[src/rtl/biop_pkg.sv]
package biop_pkg;
  // register offsets on the plain register port
  localparam logic [3:0] ADDR_FIRST_PINS  = 4'h0; // pin levels, write -> latch
  localparam logic [3:0] ADDR_FIRST_LATCH = 4'h1; // output latch
  localparam logic [3:0] ADDR_FIRST_DIR   = 4'h2; // direction, 1 = input
  localparam logic [3:0] ADDR_FOURTH_PINS = 4'h3;
  localparam logic [3:0] ADDR_FOURTH_LATCH= 4'h4;
  localparam logic [3:0] ADDR_FOURTH_DIR  = 4'h5;
  localparam logic [3:0] ADDR_ANALOG_SEL  = 4'h6; // converter pin select
  localparam logic [3:0] ADDR_CMP_CTRL    = 4'h7; // comparator control
  localparam logic [3:0] ADDR_FIFTH_DIR   = 4'h8; // fifth port direction
  localparam logic [3:0] ADDR_THIRD_DIR   = 4'h9; // third port direction

  // widths
  localparam int PORT_W = 8;

  // reset values
  localparam logic [7:0] DIR_RESET    = 8'hFF; // all inputs
  localparam logic [7:0] LATCH_RESET  = 8'h00;
  localparam logic [7:0] ANALOG_RESET = 8'h2F; // bits 5,3:0 analog
  localparam logic [7:0] CMP_RESET    = 8'h00; // comparators off
  localparam logic [7:0] FIFTH_RESET  = 8'h07; // select bit clear
  localparam logic [7:0] THIRD_RESET  = 8'hFF;

  // masks and field positions
  localparam logic [7:0] ANALOG_MASK  = 8'h2F; // pins able to be analog
  localparam logic [7:0] CMP_IN_MASK  = 8'h0F; // comparator input pins
  localparam logic [7:0] OSC_MASK     = 8'hC0; // oscillator pins 7:6
  localparam int         BIT_TIMER_ZERO_EXT_CLOCK_IN    = 4;     // timer clock / cmp1 output
  localparam int         BIT_PSP_SEL  = 4;     // in fifth port direction
  localparam int         BIT_CMP_ON   = 0;     // comparators enabled
  localparam int         BIT_CMP1_OE  = 1;     // cmp1 output onto pin 4
  localparam int         BIT_HB_OUT   = 5;     // fourth port pwm_out_b pin
  localparam int         BIT_HB_THIRD = 2;     // third port pwm_out_a pin
  localparam int         BIT_PWM_C    = 6;     // fourth port pwm_out_c pin
  localparam int         BIT_PWM_D    = 7;     // fourth port pwm_out_d pin
  localparam logic [7:0] PWM_D_MASK   = 8'hE0; // pins 7:5 carry b,c,d
  localparam logic [7:0] PWM_B_MASK   = 8'h20; // half bridge: only b

  // enhanced pwm output modes
  typedef enum logic [1:0] {
    BIOP_PWM_SINGLE,
    BIOP_PWM_HALF,
    BIOP_PWM_FULL_FWD,
    BIOP_PWM_FULL_REV
  } biop_pwm_mode_t;
endpackage

[src/rtl/biop_port_pair.sv]
// Our own choices: the strobed register port and the address map.
`timescale 1ns/1ps
module biop_port_pair
  import biop_pkg::*;
(
  // clock and reset
  input  wire logic              clock,
  input  wire logic              reset_n,
  // register port
  input  wire logic [3:0]        regAddr,
  input  wire logic [7:0]        regWrData,
  input  wire logic              regWrite,
  input  wire logic              regRead,
  output logic      [7:0]        regRdData,
  // configuration from the oscillator setting
  input  wire logic              oscUsesPins,
  // first port pins
  input  wire logic [PORT_W-1:0] firstPortIn,
  output logic      [PORT_W-1:0] firstPortOut,
  output logic      [PORT_W-1:0] firstPortOe,
  // fourth port pins
  input  wire logic [PORT_W-1:0] fourthPortIn,
  output logic      [PORT_W-1:0] fourthPortOut,
  output logic      [PORT_W-1:0] fourthPortOe,
  // peripheral side
  input  wire logic              comparatorOneOut,
  output logic                   timerZeroExtClockIn,
  output logic      [5:0]        analogPinEnable,
  input  wire logic              pwmActive,
  input  wire biop_pwm_mode_t    pwmMode,
  input  wire logic              pwmOutA,
  input  wire logic              pwmOutB,
  input  wire logic              pwmOutC,
  input  wire logic              pwmOutD,
  output logic                   pwmOutAToThird,
  output logic                   parallelSlaveActive
);

  // gpio register state
  logic [7:0] firstLatch;    // shared latch, both write paths
  logic [7:0] firstDir;      // 1 = input
  logic [7:0] fourthLatch;
  logic [7:0] fourthDir;
  logic [7:0] analogSel;     // converter_control_two pin selects
  logic [7:0] cmpCtrl;       // comparator_control
  logic [7:0] fifthDir;      // holds parallel_slave_select
  logic [7:0] thirdDir;      // only pwm_out_a gating uses it

  // three-stage input samplers
  logic [7:0] firstSyncA, firstSyncB, firstSyncC;
  logic [7:0] fourthSyncA, fourthSyncB, fourthSyncC;
  logic [7:0] firstLevel;    // filtered pin level
  logic [7:0] fourthLevel;

  // peripheral ownership
  logic [7:0] oscMask;       // pins lost to the oscillator
  logic [7:0] analogMask;    // pins in analog mode
  logic [7:0] cmpMask;       // pins held by comparators
  logic [7:0] pwmMask;       // fourth port pins held by pwm
  logic       pwmMulti;      // dual or quad outputs
  logic       cmp1Drive;     // comparator output on bit 4
  logic       pwmDriveB;

  // filtered level: change accepted once stages two and three agree
  function automatic logic [7:0] filt(input logic [7:0] held,
                                      input logic [7:0] b,
                                      input logic [7:0] c);
    filt = (b & c) | (held & (b | c));
  endfunction

  // hit test for a register write
  function automatic logic wrHit(input logic [3:0] a);
    wrHit = regWrite && (regAddr == a);
  endfunction

  // first port latch: pin-register or latch writes, last wins
  always_ff @(posedge clock) begin
    if (!reset_n) begin
      firstLatch <= LATCH_RESET;
    end else if (wrHit(ADDR_FIRST_PINS) || wrHit(ADDR_FIRST_LATCH)) begin
      firstLatch <= regWrData;
    end
  end

  // first port direction register
  always_ff @(posedge clock) begin
    if (!reset_n) begin
      firstDir <= DIR_RESET;
    end else if (wrHit(ADDR_FIRST_DIR)) begin
      firstDir <= regWrData;
    end
  end

  // fourth port latch, same two write paths
  always_ff @(posedge clock) begin
    if (!reset_n) begin
      fourthLatch <= LATCH_RESET;
    end else if (wrHit(ADDR_FOURTH_PINS) || wrHit(ADDR_FOURTH_LATCH)) begin
      fourthLatch <= regWrData;
    end
  end

  // fourth port direction, every bit on its own
  always_ff @(posedge clock) begin
    if (!reset_n) begin
      fourthDir <= DIR_RESET;
    end else if (wrHit(ADDR_FOURTH_DIR)) begin
      fourthDir <= regWrData;
    end
  end

  // peripheral configuration registers
  always_ff @(posedge clock) begin
    if (!reset_n) begin
      analogSel <= ANALOG_RESET;
      cmpCtrl   <= CMP_RESET;
      fifthDir  <= FIFTH_RESET;
      thirdDir  <= THIRD_RESET;
    end else begin
      if (wrHit(ADDR_ANALOG_SEL)) begin
        analogSel <= regWrData & ANALOG_MASK;
      end
      if (wrHit(ADDR_CMP_CTRL)) begin
        cmpCtrl <= regWrData;
      end
      if (wrHit(ADDR_FIFTH_DIR)) begin
        fifthDir <= regWrData;
      end
      if (wrHit(ADDR_THIRD_DIR)) begin
        thirdDir <= regWrData;
      end
    end
  end

  // pin samplers; stage one feeds only stage two
  always_ff @(posedge clock) begin
    if (!reset_n) begin
      firstSyncA  <= 8'h00;
      firstSyncB  <= 8'h00;
      firstSyncC  <= 8'h00;
      fourthSyncA <= 8'h00;
      fourthSyncB <= 8'h00;
      fourthSyncC <= 8'h00;
      firstLevel  <= 8'h00;
      fourthLevel <= 8'h00;
    end else begin
      firstSyncA  <= firstPortIn;
      firstSyncB  <= firstSyncA;
      firstSyncC  <= firstSyncB;
      fourthSyncA <= fourthPortIn;
      fourthSyncB <= fourthSyncA;
      fourthSyncC <= fourthSyncB;
      firstLevel  <= filt(firstLevel, firstSyncB, firstSyncC);
      fourthLevel <= filt(fourthLevel, fourthSyncB, fourthSyncC);
    end
  end

  // who owns which pin
  always_comb begin
    oscMask    = oscUsesPins ? OSC_MASK : 8'h00;
    analogMask = analogSel & ANALOG_MASK;
    // comparators on: low four pins are not digital inputs
    cmpMask    = cmpCtrl[BIT_CMP_ON] ? CMP_IN_MASK : 8'h00;
    cmp1Drive  = cmpCtrl[BIT_CMP_ON] && cmpCtrl[BIT_CMP1_OE];
    pwmMulti   = pwmActive && (pwmMode != BIOP_PWM_SINGLE);
    pwmMask    = 8'h00;
    if (pwmActive) begin
      unique case (pwmMode)
        BIOP_PWM_SINGLE:   pwmMask = 8'h00;
        BIOP_PWM_HALF:     pwmMask = PWM_B_MASK;
        BIOP_PWM_FULL_FWD,
        BIOP_PWM_FULL_REV: pwmMask = PWM_D_MASK;
      endcase
    end
    pwmDriveB = pwmOutB;
  end

  // first port drivers; direction still gates analog pins
  always_comb begin
    for (int i = 0; i < PORT_W; i++) begin
      firstPortOe[i]  = !firstDir[i] && !oscMask[i];
      firstPortOut[i] = firstLatch[i];
    end
    // comparator output replaces the latch on bit 4
    if (cmp1Drive) begin
      firstPortOut[BIT_TIMER_ZERO_EXT_CLOCK_IN] = comparatorOneOut;
    end
  end

  // fourth port drivers; pwm takes its pins
  always_comb begin
    for (int i = 0; i < PORT_W; i++) begin
      fourthPortOe[i]  = !fourthDir[i];
      fourthPortOut[i] = fourthLatch[i];
    end
    // pwm pins still need their direction bit clear to drive
    if (pwmMask[BIT_HB_OUT]) begin
      fourthPortOut[BIT_HB_OUT] = pwmDriveB;
    end
    if (pwmMask[BIT_PWM_C]) begin
      fourthPortOut[BIT_PWM_C] = pwmOutC;
    end
    if (pwmMask[BIT_PWM_D]) begin
      fourthPortOut[BIT_PWM_D] = pwmOutD;
    end
  end

  // pwm_out_a leaves through the third port pin
  assign pwmOutAToThird = pwmOutA && pwmActive
                          && !thirdDir[BIT_HB_THIRD];

  // slave port mode, blocked by multi-output pwm
  assign parallelSlaveActive = fifthDir[BIT_PSP_SEL] && !pwmMulti;

  // converter sees the pins that are selected analog
  assign analogPinEnable = analogMask[5:0];

  // timer clock comes from the filtered bit-4 level
  assign timerZeroExtClockIn = firstLevel[BIT_TIMER_ZERO_EXT_CLOCK_IN];

  // read data, one cycle after the read strobe
  always_ff @(posedge clock) begin
    if (!reset_n) begin
      regRdData <= 8'h00;
    end else if (regRead) begin
      unique case (regAddr)
        // analog, comparator and oscillator pins read zero
        ADDR_FIRST_PINS:   regRdData <= firstLevel
                             & ~analogMask & ~cmpMask & ~oscMask;
        ADDR_FIRST_LATCH:  regRdData <= firstLatch & ~oscMask;
        ADDR_FIRST_DIR:    regRdData <= firstDir & ~oscMask;
        ADDR_FOURTH_PINS:  regRdData <= fourthLevel;
        ADDR_FOURTH_LATCH: regRdData <= fourthLatch;
        ADDR_FOURTH_DIR:   regRdData <= fourthDir;
        ADDR_ANALOG_SEL:   regRdData <= analogSel;
        ADDR_CMP_CTRL:     regRdData <= cmpCtrl;
        ADDR_FIFTH_DIR:    regRdData <= fifthDir;
        ADDR_THIRD_DIR:    regRdData <= thirdDir;
        default:           regRdData <= 8'h00; // unmapped reads zero
      endcase
    end else begin
      regRdData <= 8'h00;
    end
  end

  // write to pin register lands in the latch on the next edge
  property p_pinwrite_latch;
    @(posedge clock) disable iff (!reset_n)
      (regWrite && regAddr == ADDR_FIRST_PINS)
        |=> firstLatch == $past(regWrData);
  endproperty
  a_pinwrite_latch: assert property (p_pinwrite_latch)
    else $error("pin register write did not reach latch");

  // latch read returns the latch, not the pins
  property p_latch_read;
    @(posedge clock) disable iff (!reset_n)
      (regRead && regAddr == ADDR_FOURTH_LATCH && !regWrite)
        |=> regRdData == fourthLatch;
  endproperty
  a_latch_read: assert property (p_latch_read)
    else $error("latch read returned wrong value");

  // input direction never drives
  property p_input_hiz;
    @(posedge clock) disable iff (!reset_n)
      (fourthPortOe & fourthDir) == 8'h00;
  endproperty
  a_input_hiz: assert property (p_input_hiz)
    else $error("input pin is being driven");

  // output direction drives the latch on plain gpio pins
  property p_output_drive;
    @(posedge clock) disable iff (!reset_n)
      (!firstDir[0] && !oscUsesPins) |-> firstPortOe[0]
        && firstPortOut[0] == firstLatch[0];
  endproperty
  a_output_drive: assert property (p_output_drive)
    else $error("output pin not driven from latch");

  // oscillator pins read zero
  property p_osc_zero;
    @(posedge clock) disable iff (!reset_n)
      (regRead && oscUsesPins && regAddr == ADDR_FIRST_DIR) ##1
        $stable(oscUsesPins) |-> (regRdData & OSC_MASK) == 8'h00;
  endproperty
  a_osc_zero: assert property (p_osc_zero)
    else $error("oscillator pin bits not zero");

  // after reset the analog pins are selected
  property p_reset_analog;
    @(posedge clock) !reset_n |=> analogSel == ANALOG_RESET
      && fourthDir == DIR_RESET;
  endproperty
  a_reset_analog: assert property (p_reset_analog)
    else $error("reset defaults wrong");

  // multi-output pwm blocks the slave port
  property p_pwm_blocks_psp;
    @(posedge clock) disable iff (!reset_n)
      pwmMulti |-> !parallelSlaveActive;
  endproperty
  a_pwm_blocks_psp: assert property (p_pwm_blocks_psp)
    else $error("slave port active under multi pwm");

  // both write paths share one latch, last write wins
  property p_shared_latch;
    @(posedge clock) disable iff (!reset_n)
      (regWrite && regAddr == ADDR_FIRST_LATCH) ##1
      (regWrite && regAddr == ADDR_FIRST_PINS)
        |=> firstLatch == $past(regWrData);
  endproperty
  a_shared_latch: assert property (p_shared_latch)
    else $error("latch not from most recent write");

  // comparator output owns bit 4 while routed there
  property p_cmp1_pin;
    @(posedge clock) disable iff (!reset_n)
      (cmpCtrl[BIT_CMP_ON] && cmpCtrl[BIT_CMP1_OE])
        |-> firstPortOut[BIT_TIMER_ZERO_EXT_CLOCK_IN] == comparatorOneOut;
  endproperty
  a_cmp1_pin: assert property (p_cmp1_pin)
    else $error("comparator output missing on bit 4");

  // oscillator pins never driven, whatever the direction bits say
  property p_osc_no_drive;
    @(posedge clock) disable iff (!reset_n)
      oscUsesPins |-> (firstPortOe & OSC_MASK) == 8'h00;
  endproperty
  a_osc_no_drive: assert property (p_osc_no_drive)
    else $error("oscillator pin driven as gpio");

  // both bridge modes put pwm_out_b on bit 5, not the latch
  property p_pwm_b_pin;
    @(posedge clock) disable iff (!reset_n)
      (pwmActive && pwmMode != BIOP_PWM_SINGLE)
        |-> fourthPortOut[BIT_HB_OUT] == pwmOutB;
  endproperty
  a_pwm_b_pin: assert property (p_pwm_b_pin)
    else $error("pwm_out_b not on its pin");

  // analog pins read zero through the pin register
  property p_analog_read_zero;
    @(posedge clock) disable iff (!reset_n)
      (regRead && regAddr == ADDR_FIRST_PINS)
        |=> (regRdData & $past(analogSel)) == 8'h00;
  endproperty
  a_analog_read_zero: assert property (p_analog_read_zero)
    else $error("analog pin read back nonzero");

  // each fourth port direction bit steers its own driver
  property p_fourth_dir_write;
    @(posedge clock) disable iff (!reset_n)
      (regWrite && regAddr == ADDR_FOURTH_DIR)
        |=> fourthDir == $past(regWrData) && fourthPortOe == ~fourthDir;
  endproperty
  a_fourth_dir_write: assert property (p_fourth_dir_write)
    else $error("fourth port direction write not applied");

endmodule

[config.mk]
export PLATFORM = sky130hd
export DESIGN_NAME = biop_port_pair
export DESIGN_NICKNAME = d
export VERILOG_FILES = /design/src/rtl/biop_pkg.sv /design/src/rtl/biop_port_pair.sv
export SDC_FILE = /design/constraint.sdc
export NUM_CORES = 1
export LEC_CHECK = 0
export BUFFER_PORTS_ARGS = -buffer_cell sky130_fd_sc_hd__buf_4
export CAP_MARGIN = 20
export CORE_MARGIN = 4
export CORE_UTILIZATION = 50
export CTS_CLUSTER_DIAMETER = 40
export DETAILED_ROUTE_END_ITERATION = 8
export PLACE_DENSITY = 0.72
export SLEW_MARGIN = 40
export SYNTH_ARGS = -nofsm -noshare
export SYNTH_HDL_FRONTEND = slang
export SYNTH_SLANG_ARGS = --single-unit
[constraint.sdc]
create_clock -name clock -period 1.4 [get_ports clock]
set_input_delay 0.14 -clock clock [delete_from_list [all_inputs] [get_ports clock]]
set_output_delay 0.14 -clock clock [all_outputs]
set_load 0.02 [all_outputs]
==> flow_summary_export.csv <==
group,metric,value,unit
status,status,"complete, but fails checks",
status,violations,"setup timing",
floorplan,die_area,0.0126,sq mm
cts,h-tree-depth,4,
drt,num_vias,4520,
timing,hold_viol_final,0,
critical_path,cp-end-kind,"primary output",
floorplan,die_h,112,microns
drt,dr.pass1.iters,5,
cells_and_area,drive_above_1_share,26.0,%
cts,clock-root-buffer,"clkbuf_8",
critical_path,crit_fanout,2,
cells_and_area,fin_nets,737,
logic_synthesis,syn_area,0.00542,sq mm
floorplan,die-width,112,microns
logic_synthesis,synthMostInstantiatedCell,"dfxtp_1",
logic_synthesis,synth_compound_area_share,14.3,%
power,p_leak,3.19,nW
cts,cts_buffer_depth,2,
logic_synthesis,synth-seq-area-share,49.2,%
cts,clock_sinks,133,
logic_synthesis,syn_inst,576,
global_route,antenna_found_initial,0,
place,post-dp-hpwl,9.85,mm
cts,cts_tree,"yes",
logic_synthesis,ys_types,55,
cts,clk_latency,530,ps
logic_synthesis,synthArstFlopShare,0,%
floorplan,start_util,52.0,%
place,place_area,0.00628,sq mm
timing,fin_ws,-125,ps
logic_synthesis,syn_nets,617,
timing,drv_slew,0,
drt,vias_per_cell,5.35,
logic_synthesis,yosys-top-cells-count,"133 x dfxtp_1, 86 x nand2_1, 52 x and2_1",
global_route,overflow,0,
cells_and_area,antenna_cells,0,
logic_synthesis,synth_top_family_by_area,"simple AND/OR/NAND/NOR gates",
logic_synthesis,synth_top_area_cell,"dfxtp_1",
logic_synthesis,syn_avg_cell_area,9.40,sq um
critical_path,arrival,1380,ps
global_route,grt_util_all_layers,23.5,%
global_route,grt_pass1_wl,23.5,mm
job,drv_cap,0,
drt,finalWirelength,14.3,mm
critical_path,required,1260,ps
cts,cts_buffers,17,
logic_synthesis,synth_edf_count,0,
timing,fmax,656,MHz
place,io_buffers,88,
timing,final.setup_skew,8.89,ps
logic_synthesis,yosysWarningCount,0,
power,ir_drop,0.989,mV
drt,drcViolationCount,0,
drt,wl_per_cell,16.9,microns
drt,drt_iter0_drc,287,
logic_synthesis,synth-simple-area-share,22.1,%
cells_and_area,final_cell_area,0.00720,sq mm
logic_synthesis,synth_top_area_share,49.2,%
logic_synthesis,synth-xor-area-share,0,%
timing,setup_viol,2,
place,post-place-ws,-8.97,ps
global_route,grt_pass1_vias,4687,
drt,postRouteAntennaNets,0,
cells_and_area,area_growth,33.0,%
cts,path_clk_slew,60,ps
global_route,grt_max_degree,126,
logic_synthesis,synth_area_leaders,"dfxtp_1 49%, mux2i_1 6.5%, and2_1 6.0%",
floorplan,num_io_pins,90,
floorplan,core,0.0104,sq mm
floorplan,fp-row-count,37,
critical_path,cp-start-kind,"register",
logic_synthesis,synth_flop_cell,"dfxtp_1",
logic_synthesis,yosys.area_share.adder,0,%
timing,finalCritPeriodShare,109,%
timing,rsz0062_at_grt,"yes",
power,powerDensity,1260,mW/mm^2
min_path,hp-class,"input port to register",
logic_synthesis,synth_mux_area_share,7.72,%
place,gp_congestion,0.888,
timing,min_period,1520,ps
critical_path,critical_path_class,"register to primary output",
logic_synthesis,yosys_register_bits,133,
[layout by cell type, fill, tap and decap left out, types with 4 or more instances in the layout]
cell type / n
mux2i_1: 35
mux2_4: 4
a21oi_1: 5
inv_6: 6
nand3b_1: 6
and2_1: 52
dfxtp_1: 128
a22oi_1: 4
buf_6: 4
nor2b_1: 25
a22o_1: 6
a31oi_1: 5
clkbuf_16: 16
dlygate4sd3_1: 24
a21boi_1: 8
buf_12: 4
o2bb2ai_1: 4
nand2_1: 85
buf_4: 122
inv_1: 17
a21boi_0: 16
nor2_1: 11
nand4_1: 4
o21ai_0: 20
o211ai_1: 14
nand3_1: 22
[sequential cells by signal, summed over array words and instances, names as in the netlist]
register and flops:
firstSyncC 8, firstLevel 8, cmpCtrl 8, firstSyncA 8, fourthLatch 8, fourthDir 8
regRdData 8, firstSyncB 8, fourthSyncC 8, firstLatch 8, fourthSyncA 8, thirdDir 8
fourthSyncB 8, fifthDir 8, analogSel 5, firstDir 8, fourthLevel 8
[cells by family (layout without fill, tap and decap cells)]
| kind of cell | after synthesis | after routing |
|---|---|---|
| AOI/OAI and AO/OA | 104 | 104 |
| buffers and inverters | 71 | 204 |
| DFF | 133 | 133 |
| muxes | 41 | 41 |
| other | 1 | 1 |
| and+or+nand+nor | 226 | 226 |
[layer usage]
layer | vias to the layer above | track usage [%] | part of all wire [%]
li1 | 2205 | - | -
met1 | 2101 | 29.1 | 42
met2 | 179 | 39.2 | 48
met3 | 35 | 6.42 | 6.5
met4 | 0 | 9.46 | 3.1
met5 | - | 0 | 0
[final cells by class]
type,instances,area (sq um)
flip-flops and latches,133,2680
multi-input cells,372,2420
fillers,801,3210
well taps,136,170
clock inverters,15,169
inverters,18,67.6
clock buffers,17,414
repair buffers,154,1280
[worst max-delay path, cell delays in order (launching register included)]
cell and delay (ps):
dfxtp_4 350, nand2_4 80, mux2_4 300, buf_6 130
[report_power, final]
group | internal, mW | switching [mW]
Sequential | 3.88 | 0.0505
Clock | 2.58 | 1.78
Combinational | 0.380 | 0.378
[worst paths after layout]
path	slack (ps)	cells after the start	from	endpoint
worst max-delay path	-120	3	cmpCtrl[0]	firstPortOut[4]
worst min-delay path	40	4	regWrite	firstDir[7]
worst max register to register	70	4	fourthDir[7]	regRdData[7]
worst min register to register	430	1	fourthSyncA[4]	fourthSyncB[4]
[per-stage QoR]
stage | utilization, % | cells | power [mW] | setup TNS, ps | hold slack, ps
global route | 69.2 | 845 | 9.40 | -248 | 49.5
floorplan | - | 576 | 4.40 | 0 | 264
finish | 69.2 | 845 | 9.05 | -126 | 41.2
global placement | 60.3 | 784 | 4.68 | 0 | 348
CTS | 68.9 | 844 | 9.11 | -159 | 23.2
detailed placement | 60.3 | 784 | 4.70 | -13.3 | 350
[timing repair]
item	4_1_cts	5_1_grt
gates resized for setup	17	2
gates cloned	0	0
hold endpoints to repair	75	0
setup endpoints to repair	4	5
pin swaps	1	1
hold buffers	24	0
buffers inserted	4	1
(Power assumes the default switching activity.)
